**config.mk**
```make
export PLATFORM = sky130hd
export DESIGN_NAME = vlc_line_regs
export DESIGN_NICKNAME = d
export VERILOG_FILES = /design/src/hdl/vlc_pkg.sv /design/src/hdl/vlc_tick_if.sv /design/src/hdl/vlc_clock_gen.sv /design/src/hdl/vlc_line_regs.sv
export VERILOG_INCLUDE_DIRS = /design/src /design/src/hdl
export SDC_FILE = /design/constraint.sdc
export NUM_CORES = 1
export LEC_CHECK = 0
export BUFFER_PORTS_ARGS = -buffer_cell sky130_fd_sc_hd__buf_2
export CORE_MARGIN = 8
export CORE_UTILIZATION = 30
export CTS_CLUSTER_SIZE = 28
export DETAILED_ROUTE_END_ITERATION = 16
export MAX_ROUTING_LAYER = met4
export PLACE_DENSITY = 0.58
export REMOVE_ABC_BUFFERS = 1
export SYNTH_ARGS = -nofsm -noshare
export SYNTH_HDL_FRONTEND = slang
export SYNTH_SLANG_ARGS = --single-unit
```
**constraint.sdc**
```tcl
create_clock -name ref_clk -period 6.1 [get_ports ref_clk]
set_input_delay 1.83 -clock ref_clk [delete_from_list [all_inputs] [get_ports ref_clk]]
set_output_delay 1.83 -clock ref_clk [all_outputs]
set_load 0.01 [all_outputs]
```
**src/hdl/vlc_map.svh**
```systemverilog
`ifndef VLC_MAP_SVH
`define VLC_MAP_SVH

// ----------------------------------------------------------------
// Register offsets
// ----------------------------------------------------------------
`define VLC_OFS_LINE_CONFIG     8'h00
`define VLC_OFS_TRANSMIT_CONFIG 8'h01
`define VLC_OFS_DIAG_CONFIG     8'h02
`define VLC_OFS_MODE_COMMAND    8'h03
`define VLC_OFS_LINE_STATE      8'h04

// ----------------------------------------------------------------
// Reset values
// ----------------------------------------------------------------
`define VLC_RST_LINE_CONFIG     8'h00
`define VLC_RST_MAX_RETRY       4'h0
`define VLC_RST_MODULE_KIND     1'b0
`define VLC_RST_DIAG_CONFIG     8'h00
`define VLC_READ_ABSENT         8'h00

// ----------------------------------------------------------------
// Line configuration fields
// ----------------------------------------------------------------
`define VLC_LC_BAUD_HI          7
`define VLC_LC_BAUD_LO          4
`define VLC_LC_PULSE            3
`define VLC_LC_TX_FLIP          1
`define VLC_LC_RX_FLIP          0

// ----------------------------------------------------------------
// Transmit configuration fields
// ----------------------------------------------------------------
`define VLC_TC_RETRY_HI         7
`define VLC_TC_RETRY_LO         4
`define VLC_TC_KIND             0

// ----------------------------------------------------------------
// Diagnosis configuration fields
// ----------------------------------------------------------------
`define VLC_DC_SDC_HI           7
`define VLC_DC_SDC_LO           4
`define VLC_DC_SEL_HI           3
`define VLC_DC_SEL_LO           2
`define VLC_DC_TX_DIAG          1
`define VLC_DC_SDC_EN           0

// ----------------------------------------------------------------
// Command bits
// ----------------------------------------------------------------
`define VLC_CMD_RESET           7
`define VLC_CMD_SLEEP           6
`define VLC_CMD_IDLE            5
`define VLC_CMD_ACTIVE          4
`define VLC_CMD_REARB           3
`define VLC_CMD_MANUAL_TICK     0

// ----------------------------------------------------------------
// Timing counts
// ----------------------------------------------------------------
`define VLC_TS_SLOTS_PER_BIT    8'h10
`define VLC_SDC_BASE_DIV        22'h00_0040
`define VLC_MANUAL_TICK_SLOTS   2'h2
`define VLC_SEL_AUTO            2'h3

`endif

```
**src/hdl/vlc_pkg.sv**
```systemverilog
package vlc_pkg;

	// Gray coded along idle <-> active and idle <-> sleep.
	typedef enum logic [1:0] {
		VLC_MODE_IDLE   = 2'h0,
		VLC_MODE_ACTIVE = 2'h1,
		VLC_MODE_SLEEP  = 2'h2
	} vlc_mode_t;

	typedef logic [3:0] vlc_code_t;

endpackage

```
**src/hdl/vlc_tick_if.sv**
```systemverilog
`timescale 1ns/1ps
interface vlc_tick_if;
	import vlc_pkg::*;
	logic      run;
	logic      clear;
	vlc_code_t baud_divider;
	vlc_code_t sdc_code;
	logic      sdc_enable;
	logic      ts_tick;
	logic      sdc_tick;

	modport gen  (input run, input clear, input baud_divider, input sdc_code, input sdc_enable,
	              output ts_tick, output sdc_tick);
	modport user (output run, output clear, output baud_divider, output sdc_code, output sdc_enable,
	              input ts_tick, input sdc_tick);
endinterface

```
**src/hdl/vlc_clock_gen.sv**
```systemverilog
`timescale 1ns/1ps
`include "vlc_map.svh"
module vlc_clock_gen
	import vlc_pkg::*;
(
	// Clock and reset
	input  wire logic ref_clk,
	input  wire logic rst_n,
	// Tick carrier
	vlc_tick_if.gen   tk
);

	logic [7:0]  ts_cnt;
	logic [7:0]  next_ts_cnt;
	logic [7:0]  ts_limit;
	logic        next_ts_tick;
	logic [21:0] sdc_cnt;
	logic [21:0] next_sdc_cnt;
	logic [21:0] sdc_limit;
	logic        next_sdc_tick;

	// ----------------------------------------------------------------
	// Dividers
	// ----------------------------------------------------------------
	always_comb begin
		// A zero divider would stall the bus, so it runs as divide by one.
		ts_limit = (tk.baud_divider == 4'h0) ? `VLC_TS_SLOTS_PER_BIT - 8'h01
		         : 8'({tk.baud_divider, 4'h0} - 8'h01);
		sdc_limit = 22'((`VLC_SDC_BASE_DIV << tk.sdc_code) - 22'h00_0001);
		next_ts_cnt   = ts_cnt;
		next_ts_tick  = 1'b0;
		next_sdc_cnt  = sdc_cnt;
		next_sdc_tick = 1'b0;
		if (tk.clear || !tk.run) begin
			next_ts_cnt = 8'h00;
		end else if (ts_cnt >= ts_limit) begin
			next_ts_cnt  = 8'h00;
			next_ts_tick = 1'b1;
		end else begin
			next_ts_cnt = ts_cnt + 8'h01;
		end
		if (tk.clear || !tk.sdc_enable) begin
			next_sdc_cnt = 22'h00_0000;
		end else if (tk.ts_tick) begin
			if (sdc_cnt >= sdc_limit) begin
				next_sdc_cnt  = 22'h00_0000;
				next_sdc_tick = 1'b1;
			end else begin
				next_sdc_cnt = sdc_cnt + 22'h00_0001;
			end
		end
	end

	always_ff @(posedge ref_clk or negedge rst_n) begin
		if (!rst_n) begin
			ts_cnt      <= 8'h00;
			tk.ts_tick  <= 1'b0;
			sdc_cnt     <= 22'h00_0000;
			tk.sdc_tick <= 1'b0;
		end else begin
			ts_cnt      <= next_ts_cnt;
			tk.ts_tick  <= next_ts_tick;
			sdc_cnt     <= next_sdc_cnt;
			tk.sdc_tick <= next_sdc_tick;
		end
	end

endmodule // vlc_clock_gen

```
**src/hdl/vlc_line_regs.sv**
```systemverilog
`timescale 1ns/1ps
`include "vlc_map.svh"
// Overview of operation
// - Timeslot clock is crystal over n times sixteen.
// - Pulsed coding uses input zero, no diagnosis.
// - Polarity bits invert transmit output, receive inputs.
// - Retries limited to max_retry, transmissions plus one.
// - Lost contention never counts; retry without limit.
// - module_kind one allows autonomous module behaviour.
// - Diagnosis tick divides timeslot by 64 shifted.
// - Select bits force an input or choose automatically.
// - tx_diag_enable gates window; diagnosis config resets zero.
// - diag_tick_divider_enable switches the tick divider.
// - Commands act within six timeslots; status confirms.
// - Soft reset acts as reset pin, self clears.
// - Sleep stops oscillator; idle, active or soft reset wakes.
// - Idle keeps oscillator, no traffic, transmit floats.
// - Active mode enables bus traffic and transmit driver.
// - Re-arbitrate after attempt clears retries, reselects.
// - Line status shows two-bit diagnosis state, reset value.
// - Mismatch flag sets on disagreement, clears on return.
// - Pending and activity flags track transmitter and bus.
// - Return-to-idle pulse per end of frame, not automatic.
module vlc_line_regs
	import vlc_pkg::*;
#(
	parameter logic [2:0] REVISION = 3'h5 // Arbitrary neutral value.
) (
	// Clock and reset
	input  wire logic       ref_clk,
	input  wire logic       rst_n,
	// Host register port
	input  wire logic       cpu_sel,
	input  wire logic       cpu_wr,
	input  wire logic       cpu_rd,
	input  wire logic [7:0] cpu_addr,
	input  wire logic [7:0] cpu_wdata,
	output logic      [7:0] cpu_rdata,
	// Line pins
	input  wire logic       line_rx_in0,
	input  wire logic       line_rx_in1,
	input  wire logic       line_rx_in2,
	output logic            line_tx_out,
	output logic            line_tx_oe,
	// Frame engine side
	input  wire logic       tx_bit,
	input  wire logic       tx_in_progress,
	input  wire logic       tx_selected,
	input  wire logic       bus_busy,
	input  wire logic       eof_detect,
	input  wire logic       tx_error_evt,
	input  wire logic       contention_evt,
	input  wire logic       tx_success_evt,
	input  wire logic [1:0] diag_result,
	output logic            rx_data,
	output logic            frame_enable,
	output logic            pulse_coding_sel,
	output logic            diag_enable,
	output logic            module_kind,
	output logic            retry_req,
	output logic            retry_exhausted,
	output logic      [3:0] retry_count,
	output logic            arbitration_restart,
	output logic            tx_active_window,
	output logic            sync_diag_tick,
	output logic            return_to_idle_pulse,
	output logic      [1:0] diag_select,
	output logic            osc_run,
	output logic            timeslot_clock
);

	vlc_tick_if tk();

	vlc_clock_gen u_clock_gen (
		.ref_clk (ref_clk),
		.rst_n   (rst_n),
		.tk      (tk)
	);

	// ----------------------------------------------------------------
	// Register state
	// ----------------------------------------------------------------
	logic [7:0] line_config,     next_line_config;
	logic [3:0] max_retry,       next_max_retry;
	logic       next_module_kind;
	logic [7:0] diagnosis_config, next_diagnosis_config;
	vlc_mode_t  mode,            next_mode;
	logic [2:0] cmd_pend,        next_cmd_pend;
	logic       rearb_pend,      next_rearb_pend;
	logic [1:0] manual_cnt,      next_manual_cnt;
	logic       soft_rst,        next_soft_rst;
	logic       input_mismatch_flag, next_input_mismatch_flag;
	logic       tx_pending_flag, next_tx_pending_flag;
	logic       bus_activity_flag, next_bus_activity_flag;
	logic [1:0] diag_state,      next_diag_state;
	logic [3:0] next_retry_count;
	logic [7:0] next_cpu_rdata;
	logic       next_line_tx_out, next_line_tx_oe, next_rx_data;
	logic       next_retry_req, next_retry_exhausted, next_arbitration_restart;
	logic       next_tx_active_window, next_sync_diag_tick, next_return_to_idle_pulse;
	logic       wr_hit, rd_hit, mism_now, attempt_end, ri_now;
	logic [2:0] rx_in;
	logic [1:0] eff_sel;

	assign wr_hit = cpu_sel && cpu_wr;
	assign rd_hit = cpu_sel && cpu_rd;

	// The dividers stop with the oscillator and restart cleanly after a soft reset.
	assign tk.run          = (mode != VLC_MODE_SLEEP);
	assign tk.clear        = soft_rst;
	assign tk.baud_divider = line_config[`VLC_LC_BAUD_HI:`VLC_LC_BAUD_LO];
	assign tk.sdc_code     = diagnosis_config[`VLC_DC_SDC_HI:`VLC_DC_SDC_LO];
	assign tk.sdc_enable   = diagnosis_config[`VLC_DC_SDC_EN] && (mode != VLC_MODE_SLEEP);

	// ----------------------------------------------------------------
	// Next-state logic
	// ----------------------------------------------------------------
	always_comb begin
		next_line_config      = line_config;
		next_max_retry        = max_retry;
		next_module_kind      = module_kind;
		next_diagnosis_config = diagnosis_config;
		next_mode             = mode;
		next_cmd_pend         = cmd_pend;
		next_rearb_pend       = rearb_pend;
		next_manual_cnt       = manual_cnt;
		next_soft_rst         = 1'b0;
		next_retry_count      = retry_count;
		next_retry_req        = 1'b0;
		next_retry_exhausted  = 1'b0;
		next_arbitration_restart = 1'b0;
		next_cpu_rdata        = cpu_rdata;

		// Host writes. The revision field is fixed and never stored.
		if (wr_hit) begin
			case (cpu_addr)
				`VLC_OFS_LINE_CONFIG: begin
					next_line_config = cpu_wdata;
				end
				`VLC_OFS_TRANSMIT_CONFIG: begin
					next_max_retry   = cpu_wdata[`VLC_TC_RETRY_HI:`VLC_TC_RETRY_LO];
					next_module_kind = cpu_wdata[`VLC_TC_KIND];
				end
				`VLC_OFS_DIAG_CONFIG: begin
					next_diagnosis_config = cpu_wdata;
				end
				`VLC_OFS_MODE_COMMAND: begin
					next_soft_rst = cpu_wdata[`VLC_CMD_RESET];
					next_cmd_pend = next_cmd_pend | {cpu_wdata[`VLC_CMD_SLEEP], cpu_wdata[`VLC_CMD_IDLE],
					                                 cpu_wdata[`VLC_CMD_ACTIVE]};
					next_rearb_pend = rearb_pend | cpu_wdata[`VLC_CMD_REARB];
					if (cpu_wdata[`VLC_CMD_MANUAL_TICK]) begin
						next_manual_cnt = `VLC_MANUAL_TICK_SLOTS;
					end
				end
				default: begin
				end
			endcase
		end

		// Mode commands land on a timeslot boundary; a sleeping part has no ticks.
		if ((tk.ts_tick || mode == VLC_MODE_SLEEP) && cmd_pend != 3'h0) begin
			if (cmd_pend[2] && mode != VLC_MODE_SLEEP) begin
				next_mode = VLC_MODE_SLEEP;
			end else if (cmd_pend[1]) begin
				next_mode = VLC_MODE_IDLE;
			end else if (cmd_pend[0]) begin
				next_mode = VLC_MODE_ACTIVE;
			end
			next_cmd_pend = 3'h0;
		end

		if (tk.ts_tick && manual_cnt != 2'h0) begin
			next_manual_cnt = manual_cnt - 2'h1;
		end

		// Retry accounting; contention repeats the attempt with the count held.
		if (tx_error_evt) begin
			if (retry_count == max_retry) begin
				next_retry_exhausted = 1'b1;
				next_retry_count     = 4'h0;
			end else begin
				next_retry_req   = 1'b1;
				next_retry_count = retry_count + 4'h1;
			end
		end else if (contention_evt) begin
			next_retry_req = 1'b1;
		end else if (tx_success_evt) begin
			next_retry_count = 4'h0;
		end

		if (rearb_pend && (attempt_end || !tx_selected)) begin
			next_arbitration_restart = 1'b1;
			next_retry_count         = 4'h0;
			next_retry_exhausted     = 1'b0;
			next_retry_req           = 1'b0;
			next_rearb_pend          = 1'b0;
		end

		if (rd_hit) begin
			case (cpu_addr)
				`VLC_OFS_LINE_CONFIG:     next_cpu_rdata = line_config;
				`VLC_OFS_TRANSMIT_CONFIG: next_cpu_rdata = {max_retry, REVISION, module_kind};
				`VLC_OFS_DIAG_CONFIG:     next_cpu_rdata = diagnosis_config;
				`VLC_OFS_LINE_STATE: begin
					next_cpu_rdata = {1'b0, mode == VLC_MODE_SLEEP, mode == VLC_MODE_IDLE, input_mismatch_flag,
					                  diag_state, tx_pending_flag, bus_activity_flag};
				end
				default:                  next_cpu_rdata = `VLC_READ_ABSENT;
			endcase
		end
	end

	// ----------------------------------------------------------------
	// Line path and diagnosis status
	// ----------------------------------------------------------------
	assign attempt_end = tx_error_evt || contention_evt || tx_success_evt;
	assign rx_in       = {line_rx_in2, line_rx_in1, line_rx_in0} ^ {3{line_config[`VLC_LC_RX_FLIP]}};
	assign mism_now    = !line_config[`VLC_LC_PULSE] && (rx_in != 3'h0) && (rx_in != 3'h7);
	assign ri_now      = eof_detect && (diagnosis_config[`VLC_DC_SEL_HI:`VLC_DC_SEL_LO] != `VLC_SEL_AUTO);

	always_comb begin
		eff_sel = diagnosis_config[`VLC_DC_SEL_HI:`VLC_DC_SEL_LO];
		if (eff_sel == `VLC_SEL_AUTO) begin
			eff_sel = diag_result;
		end
		case (eff_sel)
			2'h1:    next_rx_data = rx_in[2];
			2'h2:    next_rx_data = rx_in[1];
			default: next_rx_data = rx_in[0];
		endcase
		if (line_config[`VLC_LC_PULSE]) begin
			next_rx_data = rx_in[0];
		end
		// Idle parks the line at recessive with the driver off.
		next_line_tx_out = ((mode == VLC_MODE_ACTIVE) ? tx_bit : 1'b1) ^ line_config[`VLC_LC_TX_FLIP];
		next_line_tx_oe  = (mode == VLC_MODE_ACTIVE);
		next_input_mismatch_flag  = mism_now || (input_mismatch_flag && !ri_now);
		next_tx_pending_flag      = tx_selected;
		next_bus_activity_flag    = bus_busy;
		next_diag_state           = line_config[`VLC_LC_PULSE] ? 2'h0 : diag_result;
		next_tx_active_window     = diagnosis_config[`VLC_DC_TX_DIAG] && tx_in_progress;
		next_sync_diag_tick       = tk.sdc_tick || (manual_cnt != 2'h0);
		next_return_to_idle_pulse = ri_now;
		if (mode == VLC_MODE_SLEEP) begin
			next_input_mismatch_flag = 1'b0;
			next_tx_active_window    = 1'b0;
		end
	end

	// ----------------------------------------------------------------
	// Registers
	// ----------------------------------------------------------------
	always_ff @(posedge ref_clk or negedge rst_n) begin
		if (!rst_n) begin
			line_config          <= `VLC_RST_LINE_CONFIG;
			max_retry            <= `VLC_RST_MAX_RETRY;
			module_kind          <= `VLC_RST_MODULE_KIND;
			diagnosis_config     <= `VLC_RST_DIAG_CONFIG;
			mode                 <= VLC_MODE_IDLE;
			cmd_pend             <= 3'h0;
			rearb_pend           <= 1'b0;
			manual_cnt           <= 2'h0;
			soft_rst             <= 1'b0;
			input_mismatch_flag  <= 1'b0;
			tx_pending_flag      <= 1'b0;
			bus_activity_flag    <= 1'b0;
			diag_state           <= 2'h0;
			retry_count          <= 4'h0;
			retry_req            <= 1'b0;
			retry_exhausted      <= 1'b0;
			arbitration_restart  <= 1'b0;
			cpu_rdata            <= 8'h00;
			line_tx_out          <= 1'b1;
			line_tx_oe           <= 1'b0;
			rx_data              <= 1'b0;
			tx_active_window     <= 1'b0;
			sync_diag_tick       <= 1'b0;
			return_to_idle_pulse <= 1'b0;
			frame_enable         <= 1'b0;
			pulse_coding_sel     <= 1'b0;
			diag_enable          <= 1'b1;
			diag_select          <= 2'h0;
			osc_run              <= 1'b1;
			timeslot_clock       <= 1'b0;
		end else if (soft_rst) begin
			// Same values as the pin reset; the command bit drops by itself here.
			line_config          <= `VLC_RST_LINE_CONFIG;
			max_retry            <= `VLC_RST_MAX_RETRY;
			module_kind          <= `VLC_RST_MODULE_KIND;
			diagnosis_config     <= `VLC_RST_DIAG_CONFIG;
			mode                 <= VLC_MODE_IDLE;
			cmd_pend             <= 3'h0;
			rearb_pend           <= 1'b0;
			manual_cnt           <= 2'h0;
			soft_rst             <= 1'b0;
			input_mismatch_flag  <= 1'b0;
			tx_pending_flag      <= 1'b0;
			bus_activity_flag    <= 1'b0;
			diag_state           <= 2'h0;
			retry_count          <= 4'h0;
			retry_req            <= 1'b0;
			retry_exhausted      <= 1'b0;
			arbitration_restart  <= 1'b0;
			cpu_rdata            <= 8'h00;
			line_tx_out          <= 1'b1;
			line_tx_oe           <= 1'b0;
			rx_data              <= 1'b0;
			tx_active_window     <= 1'b0;
			sync_diag_tick       <= 1'b0;
			return_to_idle_pulse <= 1'b0;
			frame_enable         <= 1'b0;
			pulse_coding_sel     <= 1'b0;
			diag_enable          <= 1'b1;
			diag_select          <= 2'h0;
			osc_run              <= 1'b1;
			timeslot_clock       <= 1'b0;
		end else begin
			line_config          <= next_line_config;
			max_retry            <= next_max_retry;
			module_kind          <= next_module_kind;
			diagnosis_config     <= next_diagnosis_config;
			mode                 <= next_mode;
			cmd_pend             <= next_cmd_pend;
			rearb_pend           <= next_rearb_pend;
			manual_cnt           <= next_manual_cnt;
			soft_rst             <= next_soft_rst;
			input_mismatch_flag  <= next_input_mismatch_flag;
			tx_pending_flag      <= next_tx_pending_flag;
			bus_activity_flag    <= next_bus_activity_flag;
			diag_state           <= next_diag_state;
			retry_count          <= next_retry_count;
			retry_req            <= next_retry_req;
			retry_exhausted      <= next_retry_exhausted;
			arbitration_restart  <= next_arbitration_restart;
			cpu_rdata            <= next_cpu_rdata;
			line_tx_out          <= next_line_tx_out;
			line_tx_oe           <= next_line_tx_oe;
			rx_data              <= next_rx_data;
			tx_active_window     <= next_tx_active_window;
			sync_diag_tick       <= next_sync_diag_tick;
			return_to_idle_pulse <= next_return_to_idle_pulse;
			frame_enable         <= (mode == VLC_MODE_ACTIVE);
			pulse_coding_sel     <= next_line_config[`VLC_LC_PULSE];
			diag_enable          <= !next_line_config[`VLC_LC_PULSE];
			diag_select          <= next_diagnosis_config[`VLC_DC_SEL_HI:`VLC_DC_SEL_LO];
			osc_run              <= (mode != VLC_MODE_SLEEP);
			timeslot_clock       <= tk.ts_tick;
		end
	end

endmodule // vlc_line_regs

```
-- After elaboration in Yosys (flattened, before gate mapping)
Index checks and enable logic that the tools add are counted.
- output and inout port bits: 29
- latch bits: 0
- input port bits: 34
- memories kept: 0
- register bits: 94
- logic and storage cells: 204
- bits in writable memories: 0
- memory bits (read-only): 0
- $lt $le $gt $ge: 2
- div/mod/pow operators: 0
- bitwise gates (word level): 4
- mux-type cells: 86
- reductions and logical operators: 56
- $add $sub $neg: 6
- shift operators: 1
- eq/ne operators: 14
- $mul: 0
- operator list (cell ; number):
    two-way mux 8 bit ; 11
    two-way mux 22 bit ; 3
    two-way mux 1 bit ; 43
    two-way mux 4 bit ; 9
    one-hot mux 8 bit (4 select lines) ; 1
    two-way mux 2 bit ; 14
    nonzero test 3 bit ; 9
    adder 22 x 1 -> 22 bit, second input constant ; 1
    greater-or-equal comparator 22 bit ; 1
    << shifter 7 x 4 -> 22 bit, first input constant ; 1
    subtractor 22 x 1 -> 22 bit, second input constant ; 1
    == test 8 x 2 -> 1 bit, second input constant ; 2
    nonzero test 2 bit ; 8
    AND reduction 2 bit ; 7
    logical AND 1 bit ; 12
    two-way mux 3 bit ; 4
    adder 8 x 1 -> 8 bit, second input constant ; 1
    == test 8 x 1 -> 1 bit, second input constant ; 1
    == test 8 x 3 -> 1 bit, second input constant ; 1
    greater-or-equal comparator 8 bit ; 1
    zero test 8 bit ; 1
    logical OR 1 bit ; 8
    nonzero test 4 bit ; 2
    subtractor 8 x 1 -> 8 bit, second input constant ; 1
    17 further kinds ; 26

-- Depth between registers and ports, before layout
Gate-level depths: netlist (run 1).
- depth after elaboration: 7
- mapped depth: 16
- mapped depth without buffers: 13

-- By module
A second synthesis (run 1) with hierarchy kept.
- cell total of the unflattened synthesis: 551
- area total of the unflattened synthesis: 5210.0 sq um
- by module, submodules not included (module ; area each (sq um) ; times used ; cells an instance ; seq. area each (sq um)):
    vlc_line_regs ; 2891.5 ; 1 ; 281 ; 1480.2
    vlc_clock_gen ; 2318.5 ; 1 ; 270 ; 800.8

-- Worst setup path after synthesis (run 1)
No wires, ideal clock.
- path type: register to register
- start point: register diagnosis_config[5]
- end point: register u_clock_gen.sdc_cnt[19]
- buffers on the path: 4
- cell stages (with the launch flop): 15
- clock period less this slack: 3.987 ns
- data required time: 5.990 ns
- arrival time: 3.876 ns
- slack: 2.113 ns
- library setup time: 0.110 ns
- path through: dfrtp_1 -> clkbuf_1 -> clkbuf_1 -> nand3b_1 -> ha_1 -> clkbuf_1 -> clkbuf_1 -> a21oi_1 -> o21a_1 -> ha_1 -> and3_1 -> a221o_1 -> a211oi_1 -> nand3_1 -> o41ai_1
- word-level cells in the longest chain between the ends: 6
- ends and longest elaborated chain (item ; RTL line ; text):
    from (decl) ; vlc_line_regs.sv:86 ; logic [7:0] diagnosis_config, next_diagnosis_config;
    from (signal assigned) ; vlc_line_regs.sv:259 ; diagnosis_config <= `VLC_RST_DIAG_CONFIG;
    from (signal assigned) ; vlc_line_regs.sv:291 ; diagnosis_config <= `VLC_RST_DIAG_CONFIG;
    from (signal assigned) ; vlc_line_regs.sv:322 ; diagnosis_config <= next_diagnosis_config;
    << shifter 7 x 4 -> 22 bit (no source line) ; - ;
    subtractor 22 x 1 -> 22 bit ; vlc_clock_gen.sv:29 ; sdc_limit = 22'((`VLC_SDC_BASE_DIV << tk.sdc_code) - 22'h00_0001);
    greater-or-equal comparator 22 bit ; vlc_clock_gen.sv:45 ; if (sdc_cnt >= sdc_limit) begin
    two-way mux 22 bit ; vlc_clock_gen.sv:45 ;
    two-way mux 22 bit ; vlc_clock_gen.sv:44 ; end else if (tk.ts_tick) begin
    two-way mux 22 bit ; vlc_clock_gen.sv:42 ; if (tk.clear || !tk.sdc_enable) begin
    to (signal assigned) ; vlc_clock_gen.sv:63 ; sdc_cnt <= next_sdc_cnt;
    to (decl) ; vlc_clock_gen.sv:17 ; logic [21:0] sdc_cnt;
No other way between the ends. The select of a mux whose other input is x is not followed.
A chain may end at the register's enable or synchronous reset.

-- Worst setup path after layout (run 1)
- start point: register diagnosis_config[6]
- end point: register u_clock_gen.sdc_cnt[12]
Same word-level chain as after synthesis.

==> flow_metrics.tcl, run 1 <==
set metrics [dict create \
    status "completed" \
    final_cell_area_um2 6070 \
    crit_end "u_clock_gen.sdc_cnt[12]" \
    rsz0062_at_grt "false" \
    clock_path_buffers 2 \
    ff2ff_path_depth 13 \
    ys_seq_elements 91 \
    cp.required_ps 6290 \
    async_reset_ff_frac 1.00 \
    postCtsSetupBuffers 0 \
    n_antenna_cell 0 \
    crit_top_cell "a21oi_1" \
    critPathLaunchType "register" \
    nNetsFinal 666 \
    hold_viol_final 0 \
    crit_path_max_fanout 17 \
    cts_resized 0 \
    fin_tns_setup_ps 0 \
    drt_iter0_markers 304 \
    avgSynthCellArea_um2 9.45 \
    drive_above_1_share 0.154 \
    setup_viol 0 \
    crit_start "diagnosis_config[6]" \
    core_um2 17200 \
    overflow 0 \
    cts.clk_slew.worst_paths_ps 70 \
    drtAntennaViolNets 0 \
    area_delta_synth_final_pct 16.4 \
    io_buffers 62 \
    relSlewSlack 0.221 \
    hold_path.class "reg -> reg" \
    vias_per_cell 5.28 \
    drt_first_pass_iters 6 \
    finalCriticalPeriod_ps 4330 \
    grt_pass1_wl_um 22800 \
    cp.depth 13 \
    drc 0 \
    clockRootBuffer "clkbuf_16" \
    fin_util 0.353 \
    vias 4411 \
    insertion_delay_ps 360 \
    synthFlopType "dfrtp_1" \
    initial_core_util 0.304 \
    r2r-start "diagnosis_config[6]" \
    cts_tree "yes" \
    routed_wl_um 13700 \
    skew_ps 9.14 \
    power.density_nw_per_um2 252 \
    worstPathArrival_ps 4520 \
    routedWlPerCell_um 16.4 \
    place.gp.congestion 0.905 \
    drv_cap 0 \
    first_global_vias 4459 \
    fmax_ghz 0.231 \
    die_h_um 148 \
    dpl-instance-area_um2 5740 \
    numClockSinks 91 \
    cp_slowest_cell "a21oi_1" \
    fin_crit_sh 0.710 \
    crit_chain "nor2_1 -> nand3b_1 -> ha_1 -> nor3b_1 -> a21oi_1 -> nor2_1 -> a21oi_1 -> ha_1 -> nand4_1 -> nor3_1 -> o2111ai_1 -> a21oi_1 -> nor3_1" \
    hold_depth 1 \
    antenna_found_initial 0 \
    hold_buffers 0 \
    cts_buffers 9 \
    synth_edf_count 0 \
    finalMaxSlewViolations 0 \
    max_slew.worst_pin.slew_ps 1140 \
    power.leakage_nw 2.81 \
    syn_inst 552 \
    htreeDepth 3 \
    yosysSeqAreaShare 0.437 \
    crit_family "simple AND/OR/NAND/NOR gates" \
    dp_hpwl_um 10200 \
    num_rows 48 \
    grt_max_degree 66 \
    reg2reg_to "u_clock_gen.sdc_cnt[12]" \
    ys_types 66 \
    ir_drop_mv 0.155 \
    ios 63 \
    die-area_um2 21900 \
    worst-path-buf-inv 0 \
    end_kind "register" \
    r2r_slack_ps 1770 \
    grt_usage 0.132 \
    synth_area_um2 5220 \
    criticalPathCategory "reg -> reg" \
    yosys_warnings 0 \
    crit_path_max_incr_delay_ps 880 \
    die_w_um 148 \
]
layout by cell type (no fill, tap or decap), drive strengths merged, types with 4 or more instances in the layout:
| cell | n |
|---|---|
| nand3 | 15 |
| mux2i | 24 |
| nand2b | 5 |
| nor4b | 5 |
| or2 | 5 |
| a22oi | 7 |
| ha | 27 |
| buf | 66 |
| nor3 | 36 |
| xnor2 | 15 |
| nand4 | 12 |
| nand2 | 46 |
| or4 | 9 |
| a211oi | 7 |
| nor2 | 56 |
| a22o | 4 |
| xor2 | 13 |
| and3 | 13 |
| o21ai | 21 |
| dfrtp | 88 |
| a21oi | 26 |
| nor2b | 7 |
| inv | 24 |
| clkbuf | 9 |
| or3 | 4 |
per-stage QoR:
| step | worst slack [ps] | hold WS, ps | power [mW] | instances |
|---|---|---|---|---|
| 3_3_place_gp | 1800 | 475 | 0.914 | 819 |
| 3_5_place_dp | 1710 | 473 | 0.922 | 819 |
| 4_1_cts | 1820 | 486 | 1.55 | 835 |
| 2_1_floorplan | 2320 | 448 | 0.831 | 528 |
| 5_1_grt | 1250 | 506 | 1.61 | 835 |
| 6_report | 1770 | 483 | 1.53 | 835 |
state kept, by name (all words and copies together) (netlist names), 2 cells and up:
register / flops
manual_cnt: 2
u_clock_gen.ts_cnt: 8
cmd_pend: 3
diagnosis_config: 7
cpu_rdata: 8
max_retry: 4
u_clock_gen.sdc_cnt: 22
line_config: 8
mode: 2
retry_count: 4
diag_state: 2
report_power, final:
part / switching, mW / internal [mW] / total, mW
registers: 0.0437 / 0.648 / 0.692
logic: 0.125 / 0.0912 / 0.216
clock network: 0.258 / 0.366 / 0.624
total: 0.426 / 1.11 / 1.53
layer usage:
| layer | share of wire | track usage | wire length, µm |
|---|---|---|---|
| met5 | 0 | - | 0 |
| met4 | 0.012 | 0.0342 | 163 |
| met3 | 0.035 | 0.0352 | 481 |
| met2 | 0.50 | 0.216 | 6870 |
| met1 | 0.45 | 0.159 | 6190 |
cell families (layout without fill, tap and decap cells):
logic type | after synthesis | in the layout | synth area share
AND/OR/NAND/NOR | 223 | 223 | 0.217
flip-flops | 91 | 91 | 0.437
XOR/XNOR | 28 | 28 | 0.0470
buffers and inverters | 46 | 104 | 0.0355
multiplexers | 26 | 26 | 0.0504
adder cells (fa/ha/maj) | 28 | 28 | 0.0667
other | 1 | 1 | 0.000719
AO/OA/AOI/OAI | 109 | 109 | 0.145
cells in the mapped netlist, types with 3 or more instances:
library cell / n / area [µm²]
and3_1: 13 / 81.3
nand4_1: 12 / 75.1
o31ai_1: 3 / 22.5
o2111ai_1: 3 / 26.3
nor4b_1: 5 / 43.8
or3_1: 4 / 25.0
mux2i_1: 24 / 240
a211o_1: 3 / 26.3
xor2_1: 13 / 114
a211oi_1: 7 / 52.6
nand3_1: 15 / 75.1
a22o_1: 4 / 35.0
nor2_1: 56 / 210
a21oi_1: 26 / 130
a222oi_1: 3 / 30.0
buf_4: 3 / 22.5
o41ai_1: 3 / 26.3
inv_1: 21 / 78.8
ha_1: 27 / 338
clkbuf_1: 18 / 67.6
dfstp_2: 3 / 78.8
nor3b_1: 3 / 22.5
or4_1: 8 / 60.1
dfrtp_1: 88 / 2200
nor2b_1: 7 / 43.8
o21ai_0: 21 / 105
a22oi_1: 7 / 52.6
nor3_1: 35 / 175
nand2b_1: 5 / 31.3
nand2_1: 46 / 173
or2_2: 4 / 25.0
xnor2_1: 15 / 131
a21o_1: 3 / 22.5
how the worst min path moves through the flow:
| stage | from | end | slack, ps |
|---|---|---|---|
| 2_1_floorplan | u_clock_gen.ts_cnt[0] | u_clock_gen.ts_cnt[0] | 450 |
| 3_3_place_gp | u_clock_gen.ts_cnt[0] | u_clock_gen.ts_cnt[0] | 470 |
| 3_5_place_dp | cpu_rdata[3] | cpu_rdata[3] | 470 |
| 4_1_cts | u_clock_gen.ts_cnt[0] | u_clock_gen.ts_cnt[0] | 490 |
| 5_1_grt | cpu_rdata[3] | cpu_rdata[3] | 510 |
| 6_report | u_clock_gen.ts_cnt[0] | u_clock_gen.ts_cnt[0] | 480 |
final cells by class:
type                    count  area, µm²
fillers                  1771      11100
multi-input cells         415       2750
flip-flops and latches     91       2280
repair buffers             66        343
well taps                 225        282
clock buffers               9        225
clock inverters             7        106
inverters                  22       82.6
Power figures use the tool's default switching activity.
==> run 2, diff against run 1 <==
--- a/config.mk
+++ b/config.mk
@@ -12,7 +12,7 @@
 export CTS_CLUSTER_SIZE = 28
 export DETAILED_ROUTE_END_ITERATION = 16
 export MAX_ROUTING_LAYER = met4
-export PLACE_DENSITY = 0.58
+export PLACE_DENSITY = 0.59
 export REMOVE_ABC_BUFFERS = 1
 export SYNTH_ARGS = -nofsm -noshare
 export SYNTH_HDL_FRONTEND = slang
==> constraint.sdc (replaced) <==
create_clock -name ref_clk -period 3.5 [get_ports ref_clk]
set_input_delay 1.05 -clock ref_clk [delete_from_list [all_inputs] [get_ports ref_clk]]
set_output_delay 1.05 -clock ref_clk [all_outputs]
set_load 0.01 [all_outputs]
==> run 2 against run 1 <==
  * Die area unchanged
  * Largest power group unchanged
  * Critical endpoint is now u_clock_gen.sdc_cnt[18]
  * Cell area increased by 2.5%
  * Flip-flop and latch count unchanged
  * Register-to-register slack got worse by 1600 ps
==> flow_metrics.tcl, run 2 (same netlist as run 1, synthesis figures left out) <==
set metrics [dict create \
    status "completed" \
    grt_busiest_layer "met2" \
    routedWlPerCell_um 16.5 \
    critPathLaunchType "register" \
    antenna_found_initial 0 \
    hold_path.class "reg -> reg" \
    r2r-start "diagnosis_config[5]" \
    drv_cap 0 \
    criticalPathCategory "reg -> reg" \
    use_met1 0.165 \
    cp.required_ps 3740 \
    num_rows 48 \
    skew_ps 12.5 \
    fin_util 0.362 \
    vias_per_cell 5.22 \
    place.gp.congestion 0.821 \
    hold_buffers 0 \
    clockRootBuffer "clkbuf_16" \
    insertion_delay_ps 360 \
    rsz0062_at_grt "true" \
    htreeDepth 3 \
    power.leakage_nw 2.90 \
    area_delta_synth_final_pct 19.2 \
    cts_tree "yes" \
    worstPathArrival_ps 3600 \
    n_antenna_cell 0 \
    routed_wl_um 14100 \
    fin_tns_setup_ps 0 \
    grt_pass1_wl_um 23000 \
    crit_chain "nor2_2 -> nand2_1 -> ha_1 -> nor3b_1 -> a21oi_1 -> nor2_1 -> a21oi_1 -> ha_1 -> nand4_1 -> nor3_2 -> o2111ai_1 -> buf_4 -> a32o_1 -> a41o_1" \
    drc 0 \
    top_register "u_clock_gen.sdc_cnt" \
    max_slew.worst_pin.slew_ps 845 \
    core_um2 17200 \
    ff2ff_path_depth 14 \
    grt_max_degree 67 \
    hold_depth 1 \
    r2r_slack_ps 140 \
    hp-start "u_clock_gen.ts_cnt[0]" \
    first_global_vias 4446 \
    drt_first_pass_iters 5 \
    finalCriticalPeriod_ps 3360 \
    io_buffers 62 \
    drive_above_1_share 0.189 \
    end_kind "register" \
    dp_hpwl_um 10500 \
    grt_use_met2 0.214 \
    relSlewSlack 0.431 \
    clock_path_buffers 2 \
    fin_crit_sh 0.959 \
    reg2reg_to "u_clock_gen.sdc_cnt[18]" \
    ir_drop_mv 0.233 \
    cts_buffers 9 \
    fmax_ghz 0.298 \
    min_to "u_clock_gen.ts_cnt[0]" \
    crit_path_max_incr_delay_ps 450 \
    cts.clk_slew.worst_paths_ps 70 \
    hold_viol_final 0 \
    ios 63 \
    finalMaxSlewViolations 0 \
    die_w_um 148 \
    initial_core_util 0.304 \
    die_h_um 148 \
    layout_commonest_cell "dfrtp_1" \
    setup_viol 0 \
    nNetsFinal 684 \
    die-area_um2 21900 \
    largest_reg_flops 22 \
    cp_slowest_cell "dfrtp_1" \
    layout_common_cells "dfrtp_1, buf_2, nor2_1" \
    crit_path_max_fanout 7 \
    drt_iter0_markers 336 \
    numClockSinks 91 \
    overflow 0 \
    grt_usage 0.134 \
    power.density_nw_per_um2 417 \
    grtUsageMet3 0.0287 \
    vias 4454 \
    drtAntennaViolNets 0 \
]
==> run 2: cell count changes in the layout (fill, tap and decap cells not counted), moves of 2 or more <==
cell	change
buf_4	+18
nor2_2	+2
nor2_1	-2
bufinv_16	-2
==> run 2: what timing repair did <==
item                                    CTS  global route
endpoints found under the setup margin   13            19
pin swaps                                 0             2
cloned                                    0             0
resized for setup                         0             9
setup buffers                             0             1
==> run 2: how the worst max path moves through the flow <==
stage	start	endpoint	depth (start not counted)
final	diagnosis_config[5]	u_clock_gen.sdc_cnt[18]	14
after global routing	diagnosis_config[5]	u_clock_gen.sdc_cnt[18]	14
after CTS	diagnosis_config[7]	u_clock_gen.sdc_cnt[6]	13
after detailed placement	diagnosis_config[5]	u_clock_gen.sdc_cnt[20]	12
after global placement	diagnosis_config[7]	u_clock_gen.sdc_cnt[7]	13
after floorplan	diagnosis_config[6]	u_clock_gen.sdc_cnt[19]	12
==> run 2: routing by layer <==
metal	vias to the layer above	share of wire
met5	-	0
met3	19	0.038
met4	0	0.017
met2	100	0.49
li1	2157	-
met1	2178	0.45
==> run 2: power breakdown <==
group	internal [mW]	switching, mW	total [mW]
clock network	0.511	0.487	0.998
registers	1.13	0.0713	1.20
logic	0.170	0.228	0.397
total	1.81	0.786	2.60
==> run 2: critical path, delay by kind of cell, from the launching register on <==
kind	cells	cell delay, ps
and+or+nand+nor	6	1200
AOI/OAI and AO/OA	5	830
adders and majority gates	2	510
DFF	1	450
buffers and inverters	1	240
==> run 2: through the flow <==
step | setup WS (ps) | hold WS (ps) | area (µm²) | power, mW | cells
6_report | 145 | 481 | 6220 | 2.60 | 853
5_1_grt | -55.3 | 514 | 6220 | 2.73 | 853
4_1_cts | -44.1 | 484 | 6160 | 2.63 | 852
3_5_place_dp | -28.9 | 474 | 5870 | 1.62 | 836
3_3_place_gp | 93.2 | 474 | 5870 | 1.60 | 836
2_1_floorplan | -242 | 448 | 5110 | 1.45 | 528
==> run 2: final cells by class <==
cell class / count / area (µm²)
clock buffer: 9 / 225
clock inverter: 7 / 73.8
fill: 1791 / 11000
inverter: 22 / 82.6
multi-input combinational: 415 / 2800
sequential: 91 / 2280
tap: 225 / 282
timing repair buffer: 84 / 478
